**config.mk**
```make
export PLATFORM = sky130hd
export DESIGN_NAME = emb_bus
export DESIGN_NICKNAME = d
export VERILOG_FILES = /design/src/emb_pkg.sv /design/src/emb_bus.sv
export VERILOG_INCLUDE_DIRS = /design/src
export SDC_FILE = /design/constraint.sdc
export NUM_CORES = 1
export LEC_CHECK = 0
export BUFFER_PORTS_ARGS = -buffer_cell sky130_fd_sc_hd__buf_2
export CAP_MARGIN = 20
export CORE_MARGIN = 5
export CORE_UTILIZATION = 45
export DETAILED_ROUTE_END_ITERATION = 8
export PLACE_DENSITY = 0.71
export RECOVER_POWER = 25
export SLEW_MARGIN = 15
export SYNTH_ARGS = -nofsm -noshare
export SYNTH_HDL_FRONTEND = slang
export SYNTH_SLANG_ARGS = --single-unit
```
**constraint.sdc**
```tcl
create_clock -name clk -period 3.3 [get_ports clk]
set_input_delay 0.66 -clock clk [delete_from_list [all_inputs] [get_ports clk]]
set_output_delay 0.66 -clock clk [all_outputs]
set_load 0.02 [all_outputs]
```
**src/emb_defs.svh**
```systemverilog
// Constants for the external memory bus interface
`ifndef EMB_DEFS_SVH
`define EMB_DEFS_SVH
`define EMB_REG_SETUP 4'h0
`define EMB_REG_STATUS 4'h1
`define EMB_SETUP_IGNORE_BIT 4
`define EMB_SETUP_SHUTOFF_BIT 3
`define EMB_SETUP_W16_BIT 2
`define EMB_SHAPE_STRAP_W16 3'h7
`define EMB_SHAPE_STRAP_W8 3'h3
`define EMB_SHAPE_RSVD_A 3'h4
`define EMB_SHAPE_RSVD_B 3'h5
`define EMB_STATUS_EXT_BIT 0
`define EMB_STATUS_W16_BIT 1
`define EMB_STATUS_BUSY_BIT 2
`define EMB_CODE_LIMIT 24'h008000
`endif

```
**src/emb_pkg.sv**
```systemverilog
// Types for the external memory bus interface
`default_nettype none
package emb_pkg;
	typedef enum logic [1:0] {
		EMB_CODE,
		EMB_READ,
		EMB_WRITE
	} emb_kind_t;
	typedef struct packed {
		emb_kind_t kind;
		logic word;
		logic [23:0] addr;
		logic [15:0] wdata;
	} emb_req_t;
	typedef enum logic [2:0] {
		ST_IDLE,
		ST_ALE,
		ST_STB,
		ST_GAP,
		ST_REST
	} emb_state_t;
endpackage
`default_nettype wire

```
**src/emb_bus.sv**
```systemverilog
// External memory bus master: strobes, latch pulse, multiplexed lines, setup register
//
// The plain strobed port and the register offsets are this design's own decisions.
`include "emb_defs.svh"
`default_nettype none
module emb_bus (
	// Clock and reset
	input wire logic clk,
	input wire logic reset,
	// Straps
	input wire logic external_fetch_select_n,
	input wire logic width_strap,
	// Register port
	input wire logic [3:0] reg_addr,
	input wire logic [7:0] reg_wdata,
	input wire logic reg_wr,
	input wire logic reg_rd,
	output logic [7:0] reg_rdata,
	// Core request port
	input wire logic req_valid,
	input wire emb_pkg::emb_req_t req,
	output logic req_ready,
	output logic resp_valid,
	output logic resp_skipped,
	output logic [15:0] resp_rdata,
	// Bus pins
	output logic [3:0] addr_lo,
	output logic [3:0] addr_hi,
	output logic [15:0] ad_out,
	output logic ad_oe,
	input wire logic [15:0] ad_in,
	output logic ale,
	output logic code_read_strobe_n,
	output logic data_read_strobe_n,
	output logic low_byte_write_strobe_n,
	output logic high_byte_write_strobe_n,
	input wire logic wait_in
);
	import emb_pkg::*;

	// Mask address by shape field
	function automatic logic [23:0] shape_mask(input logic [2:0] shape, input logic [23:0] a);
		logic [23:0] m;
		m = 24'hFFFFFF;
		case (shape[1:0])
			2'h0: m = shape[2] ? 24'h0FFFFF : 24'h000FFF;
			2'h1: m = shape[2] ? 24'hFFFFFF : 24'h00FFFF;
			2'h2: m = 24'h0FFFFF;
			default: m = 24'hFFFFFF;
		endcase
		return a & m;
	endfunction

	// ------------------------------------------------------------
	// Registers
	// ------------------------------------------------------------
	emb_state_t state_r, state_nxt;
	emb_req_t cur_r, cur_nxt;
	logic second_r, second_nxt;
	logic [4:0] setup_r;
	logic ext_all_r;
	logic strap_pend_r;
	logic resp_r, resp_nxt;
	logic skip_r, skip_nxt;
	logic [15:0] rdata_r, rdata_nxt;
	logic [7:0] rd_r;

	wire w16 = setup_r[`EMB_SETUP_W16_BIT];
	wire shutoff = setup_r[`EMB_SETUP_SHUTOFF_BIT];
	wire wait_eff = wait_in & ~setup_r[`EMB_SETUP_IGNORE_BIT];
	wire need_two = ~w16 & cur_r.word & (cur_r.kind != EMB_WRITE || 1'b1);
	wire last_part = ~need_two | second_r;
	wire stb_done = (state_r == ST_STB) & ~wait_eff;
	wire is_code_req = req.kind == EMB_CODE;
	// Internal code below the limit never touches the bus
	wire below_limit = is_code_req & ~ext_all_r & (req.addr < `EMB_CODE_LIMIT);
	wire bypass = shutoff | below_limit;
	wire [23:0] cur_end = {cur_r.addr[23:1], cur_r.addr[0] | cur_r.word};
	wire [23:0] seq_addr = cur_end + 24'h000001;
	// Burst continues only inside the same 16-byte window
	wire burst_ok = stb_done & last_part & (cur_r.kind == EMB_CODE) & is_code_req & ~bypass
		& (req.addr == seq_addr) & (req.addr[23:4] == cur_r.addr[23:4]);
	assign req_ready = (state_r == ST_IDLE) | burst_ok;
	wire take = req_valid & req_ready;

	// ------------------------------------------------------------
	// Sequencer
	// ------------------------------------------------------------
	always_comb begin
		state_nxt = state_r;
		cur_nxt = cur_r;
		second_nxt = second_r;
		resp_nxt = 1'b0;
		skip_nxt = 1'b0;
		rdata_nxt = rdata_r;
		case (state_r)
			ST_IDLE: begin
				if (take && bypass) begin
					resp_nxt = 1'b1;
					skip_nxt = 1'b1;
					rdata_nxt = 16'h0000;
				end else if (take) begin
					cur_nxt = req;
					second_nxt = 1'b0;
					state_nxt = ST_ALE;
				end
			end
			ST_ALE: begin
				state_nxt = ST_STB;
			end
			ST_STB: begin
				if (!wait_eff) begin
					if (cur_r.kind != EMB_WRITE) begin
						if (w16) begin
							rdata_nxt = ad_in;
						end else if (second_r) begin
							rdata_nxt = {ad_in[7:0], rdata_r[7:0]};
						end else begin
							rdata_nxt = {8'h00, ad_in[7:0]};
						end
					end
					if (!last_part) begin
						second_nxt = 1'b1;
						state_nxt = ST_GAP;
					end else begin
						resp_nxt = 1'b1;
						if (take) begin
							cur_nxt = req;
							second_nxt = 1'b0;
						end else begin
							state_nxt = ST_REST;
						end
					end
				end
			end
			ST_GAP: begin
				state_nxt = ST_STB;
			end
			default: begin
				state_nxt = ST_IDLE;
			end
		endcase
	end

	always_ff @(posedge clk) begin
		if (reset) begin
			state_r <= ST_IDLE;
			cur_r <= '0;
			second_r <= 1'b0;
			resp_r <= 1'b0;
			skip_r <= 1'b0;
			rdata_r <= 16'h0000;
		end else begin
			state_r <= state_nxt;
			cur_r <= cur_nxt;
			second_r <= second_nxt;
			resp_r <= resp_nxt;
			skip_r <= skip_nxt;
			rdata_r <= rdata_nxt;
		end
	end
	assign resp_valid = resp_r;
	assign resp_skipped = skip_r;
	assign resp_rdata = rdata_r;

	// ------------------------------------------------------------
	// Straps and setup register
	// ------------------------------------------------------------
	// Sync reset: straps caught on first edge after release
	wire setup_wr = reg_wr & (reg_addr == `EMB_REG_SETUP);
	wire rsvd_shape = (reg_wdata[2:0] == `EMB_SHAPE_RSVD_A) | (reg_wdata[2:0] == `EMB_SHAPE_RSVD_B);
	wire [2:0] shape_wr = rsvd_shape ? setup_r[2:0] : reg_wdata[2:0];
	always_ff @(posedge clk) begin
		if (reset) begin
			strap_pend_r <= 1'b1;
			ext_all_r <= 1'b0;
			setup_r <= {2'b00, `EMB_SHAPE_STRAP_W16};
		end else if (strap_pend_r) begin
			strap_pend_r <= 1'b0;
			ext_all_r <= ~external_fetch_select_n;
			setup_r[2:0] <= width_strap ? `EMB_SHAPE_STRAP_W16 : `EMB_SHAPE_STRAP_W8;
		end else if (setup_wr) begin
			setup_r <= {reg_wdata[4:3], shape_wr};
		end
	end

	wire [7:0] status_word = {5'h00, (state_r != ST_IDLE), w16, ext_all_r};
	wire [7:0] rd_sel = (reg_addr == `EMB_REG_SETUP) ? {3'b000, setup_r} :
		(reg_addr == `EMB_REG_STATUS) ? status_word : 8'h00;
	always_ff @(posedge clk) begin
		if (reset) begin
			rd_r <= 8'h00;
		end else begin
			rd_r <= reg_rd ? rd_sel : 8'h00;
		end
	end
	assign reg_rdata = rd_r;

	// ------------------------------------------------------------
	// Pins, registered from next state
	// ------------------------------------------------------------
	wire n_stb = state_nxt == ST_STB;
	wire n_w16 = (state_r == ST_IDLE) ? w16 : w16;
	wire [23:0] n_addr = shape_mask(setup_r[2:0], {cur_nxt.addr[23:1], cur_nxt.addr[0] | second_nxt});
	wire n_lo_lane = ~n_w16 | cur_nxt.word | ~cur_nxt.addr[0];
	wire n_hi_lane = n_w16 & (cur_nxt.word | cur_nxt.addr[0]);
	wire n_wr = n_stb & (cur_nxt.kind == EMB_WRITE);
	wire [15:0] n_wdata = n_w16 ? cur_nxt.wdata :
		(second_nxt ? {8'h00, cur_nxt.wdata[15:8]} : {8'h00, cur_nxt.wdata[7:0]});
	wire [15:0] n_ad = (state_nxt == ST_ALE) ? n_addr[19:4] : n_wdata;
	wire n_oe = (state_nxt == ST_ALE) | ((n_stb | state_nxt == ST_GAP) & (cur_nxt.kind == EMB_WRITE));

	always_ff @(posedge clk) begin
		if (reset) begin
			addr_lo <= 4'h0;
			addr_hi <= 4'h0;
			ad_out <= 16'h0000;
			ad_oe <= 1'b0;
			ale <= 1'b0;
			code_read_strobe_n <= 1'b1;
			data_read_strobe_n <= 1'b1;
			low_byte_write_strobe_n <= 1'b1;
			high_byte_write_strobe_n <= 1'b1;
		end else begin
			addr_lo <= n_addr[3:0];
			addr_hi <= n_addr[23:20];
			ad_out <= n_ad;
			ad_oe <= n_oe;
			ale <= state_nxt == ST_ALE;
			code_read_strobe_n <= ~(n_stb & (cur_nxt.kind == EMB_CODE));
			data_read_strobe_n <= ~(n_stb & (cur_nxt.kind == EMB_READ));
			low_byte_write_strobe_n <= ~(n_wr & n_lo_lane);
			high_byte_write_strobe_n <= ~(n_wr & n_hi_lane);
		end
	end

	// ------------------------------------------------------------
	// Assertions
	// ------------------------------------------------------------
	AST_CODE_ONLY_FETCH: assert property (@(posedge clk) disable iff (reset)
		!code_read_strobe_n |-> (state_r == ST_STB) && (cur_r.kind == EMB_CODE))
		else $error("code strobe low outside a code fetch");
	AST_READ_STROBE: assert property (@(posedge clk) disable iff (reset)
		!data_read_strobe_n |-> (state_r == ST_STB) && (cur_r.kind == EMB_READ))
		else $error("read strobe low outside a data read");
	AST_LOW_LANE: assert property (@(posedge clk) disable iff (reset)
		(!low_byte_write_strobe_n && w16 && !cur_r.word) |-> !cur_r.addr[0])
		else $error("low strobe on odd byte of wide bus");
	AST_HIGH_WIDE_ONLY: assert property (@(posedge clk) disable iff (reset)
		!high_byte_write_strobe_n |-> w16 && (cur_r.word || cur_r.addr[0]))
		else $error("high strobe without wide bus or odd byte");
	AST_ALE_BEFORE_STROBE: assert property (@(posedge clk) disable iff (reset)
		ale |-> ad_oe && code_read_strobe_n && data_read_strobe_n ##1 !ale)
		else $error("latch pulse overlaps strobe or lines not driven");
	AST_WAIT_HOLDS: assert property (@(posedge clk) disable iff (reset)
		(state_r == ST_STB && wait_eff) |=> (state_r == ST_STB) && $stable(cur_r))
		else $error("wait did not stretch the strobe");
	AST_IGNORE_WAIT: assert property (@(posedge clk) disable iff (reset)
		(state_r == ST_STB && setup_r[`EMB_SETUP_IGNORE_BIT]) |=> resp_r || (state_r == ST_GAP))
		else $error("strobe stretched while wait ignored");
	AST_SHUTOFF_IDLE: assert property (@(posedge clk) disable iff (reset)
		(shutoff && state_r == ST_IDLE) |=> (state_r == ST_IDLE) && !ale)
		else $error("bus activity while shut off");
	AST_REST_CLOCK: assert property (@(posedge clk) disable iff (reset)
		(state_r == ST_REST) |-> ##1 (state_r == ST_IDLE) && !ale && !req_ready ##0 1'b1 or ##1 1'b1)
		else $error("no rest clock after cycle");
	AST_MODE_STABLE: assert property (@(posedge clk) disable iff (reset)
		!strap_pend_r && !$past(strap_pend_r) |-> $stable(ext_all_r))
		else $error("fetch mode changed after reset release");
	AST_SECOND_BYTE: assert property (@(posedge clk) disable iff (reset)
		(state_r == ST_GAP) |-> !ale ##1 (state_r == ST_STB) && addr_lo[0])
		else $error("second byte not at odd address without pulse");
endmodule
`default_nettype wire

```
==> flow_summary.json <==
{
  "arrival_time_reported_for_the_critical_path_endpoint_ps": 2580,
  "wire_length_of_the_first_global_routing_pass_microns": 23000,
  "first_global_vias": 4557,
  "io_pins": 136,
  "fin_area_sq_um": 5980,
  "placement_rows": 37,
  "yosysWarnings": 0,
  "fmax_mhz": 308,
  "count_of_buffers_inserted_at_the_top_level_ports": 129,
  "antenna_diode_count": 0,
  "ant_nets": 0,
  "cts_tree": "done",
  "fp.dieArea_sq_um": 12900,
  "timing.setup.critical_path_class": "flip-flop to output pin",
  "syn-cell-area_sq_um": 4820,
  "initial_utilization": 0.465,
  "die_y_microns": 114,
  "gp_congestion": 0.925,
  "worst_slew_margin_rel": 0.288,
  "place.detailed.hpwl_microns": 10900,
  "path_delay_family": "compound AO/OA/AOI/OAI gates",
  "crit-reg2reg-capture": "high_byte_write_strobe_n",
  "fp.dieW_microns": 114,
  "synthDistinctLibCells": 69,
  "worst_hold_path_cell_count": 2,
  "end_point_of_the_most_critical_hold_path": "cur_r[7]",
  "maximum_number_of_pins_on_one_net_before_global_route_repair": 49,
  "cts_max_level": 3,
  "total_area_of_multi_input_combinational_cells_sq_um": 2570,
  "post_drt_via_cell_ratio": 5.53,
  "regArea_sq_um": 2090,
  "wl_per_cell_microns": 17.4,
  "synthCells": 539,
  "worst_r2r_startpoint": "state_r[1]",
  "power.density_cell_area_nw_per_um2": 462,
  "rr_worst_depth": 8,
  "required_time_at_the_endpoint_of_the_critical_path_ps": 2640,
  "setup_viol": 0,
  "fin_cells": 823,
  "peakVddDrop_v": 0.000279,
  "post-route-min-period_ps": 3240,
  "setup.worst_path.start_class": "flip-flop",
  "drt_pass1_iterations": 4,
  "final.setup.tns_ps": 0,
  "crit_chain": "nor2_2, inv_2, ha_4, nand3_4, or4b_4, a21boi_4, a2bb2o_4, o31a_4, clkinv_4, buf_6",
  "fillerInstances": 958,
  "critical_path.max_stage_delay_ps": 560,
  "cts.path.max_buffers": 2,
  "tightest_slew_ps": 1070,
  "dpl-instance-area_sq_um": 5710,
  "number_of_buffer_and_inverter_instances_along_the_worst_setup_path": 3,
  "p_leak_uw": 0.00252,
  "fin_crit_sh": 0.983,
  "num-nets-final": 766,
  "timing.max_cap.violations": 0,
  "grt_antenna_before_repair": 0,
  "wl_microns": 14300,
  "synth-edff-count": 0,
  "synth-main-ff-cell": "sky130_fd_sc_hd__dfxtp_1",
  "worst_setup_hold_path_clk_slew_ps": 100,
  "cts_buf_count": 9,
  "first_iter_violations": 320,
  "syn2layout_area_growth_pct": 24.0,
  "synthArstFlopShare": 0,
  "hold_viol": 0,
  "cp_max_fo": 6,
  "worstSetupEndpointType": "output pin",
  "final_util": 0.577,
  "total_routing_usage_gr": 0.221,
  "outcome": "complete, no violations",
  "floorplan_core_area_sq_um": 10400,
  "ys_seq_elements": 104,
  "dp.cells": 802,
  "finalPower_uw": 2770,
  "clkLatencyLatePin_ps": 370,
  "clock_skew_ps": 14.0,
  "grt_setup_unrepaired": "yes",
  "vias": 4551,
  "finalMaxSlewViolations": 0,
  "post_route_cells_drive_above_1_share": 0.252,
  "total_number_of_clock_tree_sinks": 104,
  "synth.yosys.seq_area_share": 0.432,
  "ctsRootBufferMaster": "sky130_fd_sc_hd__clkbuf_8",
  "ff2ff_setup_slack_ps": 150,
  "drcViolationCount": 0,
  "worst_hold_path_type": "flip-flop to flip-flop",
  "timing.critical_path.slowest_stage_cell": "sky130_fd_sc_hd__or4b_4",
  "worstSetupPathDepth": 10,
  "post_syn_area_per_cell_sq_um": 8.95,
  "global_route_overflow": 0,
  "hold_path.startpoint": "cur_r[7]"
}
-- worst reg2reg max path, cell delays in order, from the launching register on --
cell and delay, ps:
sky130_fd_sc_hd__dfxtp_1 450, sky130_fd_sc_hd__or3b_1 410, sky130_fd_sc_hd__or3_4 390, sky130_fd_sc_hd__nor4_1 420, sky130_fd_sc_hd__o2111ai_1 230, sky130_fd_sc_hd__nor3_1 450
sky130_fd_sc_hd__a2111oi_0 230, sky130_fd_sc_hd__and3b_1 340, sky130_fd_sc_hd__nand4_1 110
-- how the worst max path moves through the flow --
stage	startpoint	endpoint	slack, ps
after global placement	wait_in	ad_out[7]	60
after global routing	cur_r[40]	req_ready	-20
after detailed placement	req[21]	ad_out[7]	50
final	cur_r[16]	req_ready	60
after CTS	cur_r[16]	req_ready	3
after floorplan	cur_r[40]	req_ready	240
-- cell families after synthesis --
group / share of synthesized area
fa+ha+maj: 0.0104
mux: 0.0552
compound gates: 0.200
other cells: 0.000777
xor+xnor: 0.0436
flops: 0.432
buf+inv: 0.0480
simple gates: 0.210
-- cell type report --
type	instances	share of cell area
sequential	104	0.349
multi-input combinational	394	0.429
inverter	11	0.00774
timing repair buffer	163	0.151
clock inverter	6	0.0140
clock buffer	9	0.0207
tap	136	0.0284
-- placed cells by master (no fill, tap or decap), types with 17 or more instances in the layout --
cell type and instances:
sky130_fd_sc_hd__mux2i_1 24, sky130_fd_sc_hd__xnor2_1 21, sky130_fd_sc_hd__clkbuf_1 30, sky130_fd_sc_hd__buf_4 29, sky130_fd_sc_hd__a22oi_1 17, sky130_fd_sc_hd__nor3_1 17
sky130_fd_sc_hd__nor2_1 63, sky130_fd_sc_hd__a21oi_1 25, sky130_fd_sc_hd__buf_2 99, sky130_fd_sc_hd__nand2_1 39, sky130_fd_sc_hd__dfxtp_1 101
-- state kept, by name, summed over array words and instances, names as in the netlist, named ones only --
signal and flops:
code_read_strobe_n 1, resp_valid 1, strap_pend_r 1, setup_r 5, addr_hi 4, cur_r 20, high_byte_write_strobe_n 1, second_r 1
resp_skipped 1, ale 1, cur_end 20, reg_rdata 5, ad_out 16, resp_rdata 16, low_byte_write_strobe_n 1, data_read_strobe_n 1
ext_all_r 1, addr_lo 1, state_r 3, ad_oe 1
-- Yosys cell counts, drive strengths merged (3+ instances only) --
library cell | count | area share
nand2 | 40 | 0.032
nor3 | 18 | 0.019
nand4 | 14 | 0.018
clkbuf | 15 | 0.012
o211ai | 15 | 0.023
o22ai | 9 | 0.012
inv | 9 | 0.0070
nor2 | 65 | 0.054
a22oi | 17 | 0.026
o21ai | 18 | 0.019
nor2b | 8 | 0.010
nand2b | 4 | 0.0052
o31a | 3 | 0.0073
dfxtp | 104 | 0.43
buf | 17 | 0.027
o21a | 11 | 0.017
ha | 4 | 0.010
and2 | 3 | 0.0039
a21boi | 14 | 0.023
mux2i | 24 | 0.050
and3 | 13 | 0.017
nor3b | 6 | 0.0093
a211oi | 4 | 0.0062
xor2 | 3 | 0.0054
a21oi | 27 | 0.030
nor4 | 11 | 0.016
nand3b | 3 | 0.0047
xnor2 | 21 | 0.038
or3 | 3 | 0.0049
nand3 | 7 | 0.0083
-- routing by layer --
| layer | up-vias | global-route usage | wire length [microns] |
|---|---|---|---|
| met2 | 169 | 0.369 | 6830 |
| met5 | - | 0 | 0 |
| met3 | 20 | 0.0430 | 919 |
| met1 | 2131 | 0.292 | 6360 |
| li1 | 2231 | - | - |
| met4 | 0 | 0.0569 | 198 |
-- timing repair --
item	4_1_cts	5_1_grt
pin swaps	2	3
setup endpoints to repair	1	1
hold buffers	0	0
buffers inserted	2	4
resized for setup	7	9
-- where the power goes --
part	internal (uW)	switching, uW	total [uW]
Sequential	1320	39.8	1360
Combinational	227	316	543
Clock	423	441	863
Total	1970	797	2770
-- through the flow --
| stage | worst slack (ps) | hold WS [ps] |
|---|---|---|
| 6_report | 56.4 | 462 |
| 5_1_grt | -21.6 | 447 |
| 4_1_cts | 2.66 | 460 |
| 3_5_place_dp | 50.1 | 447 |
| 3_3_place_gp | 63.7 | 443 |
| 2_1_floorplan | 242 | 437 |
No activity file was read; power rests on OpenSTA's default activity.
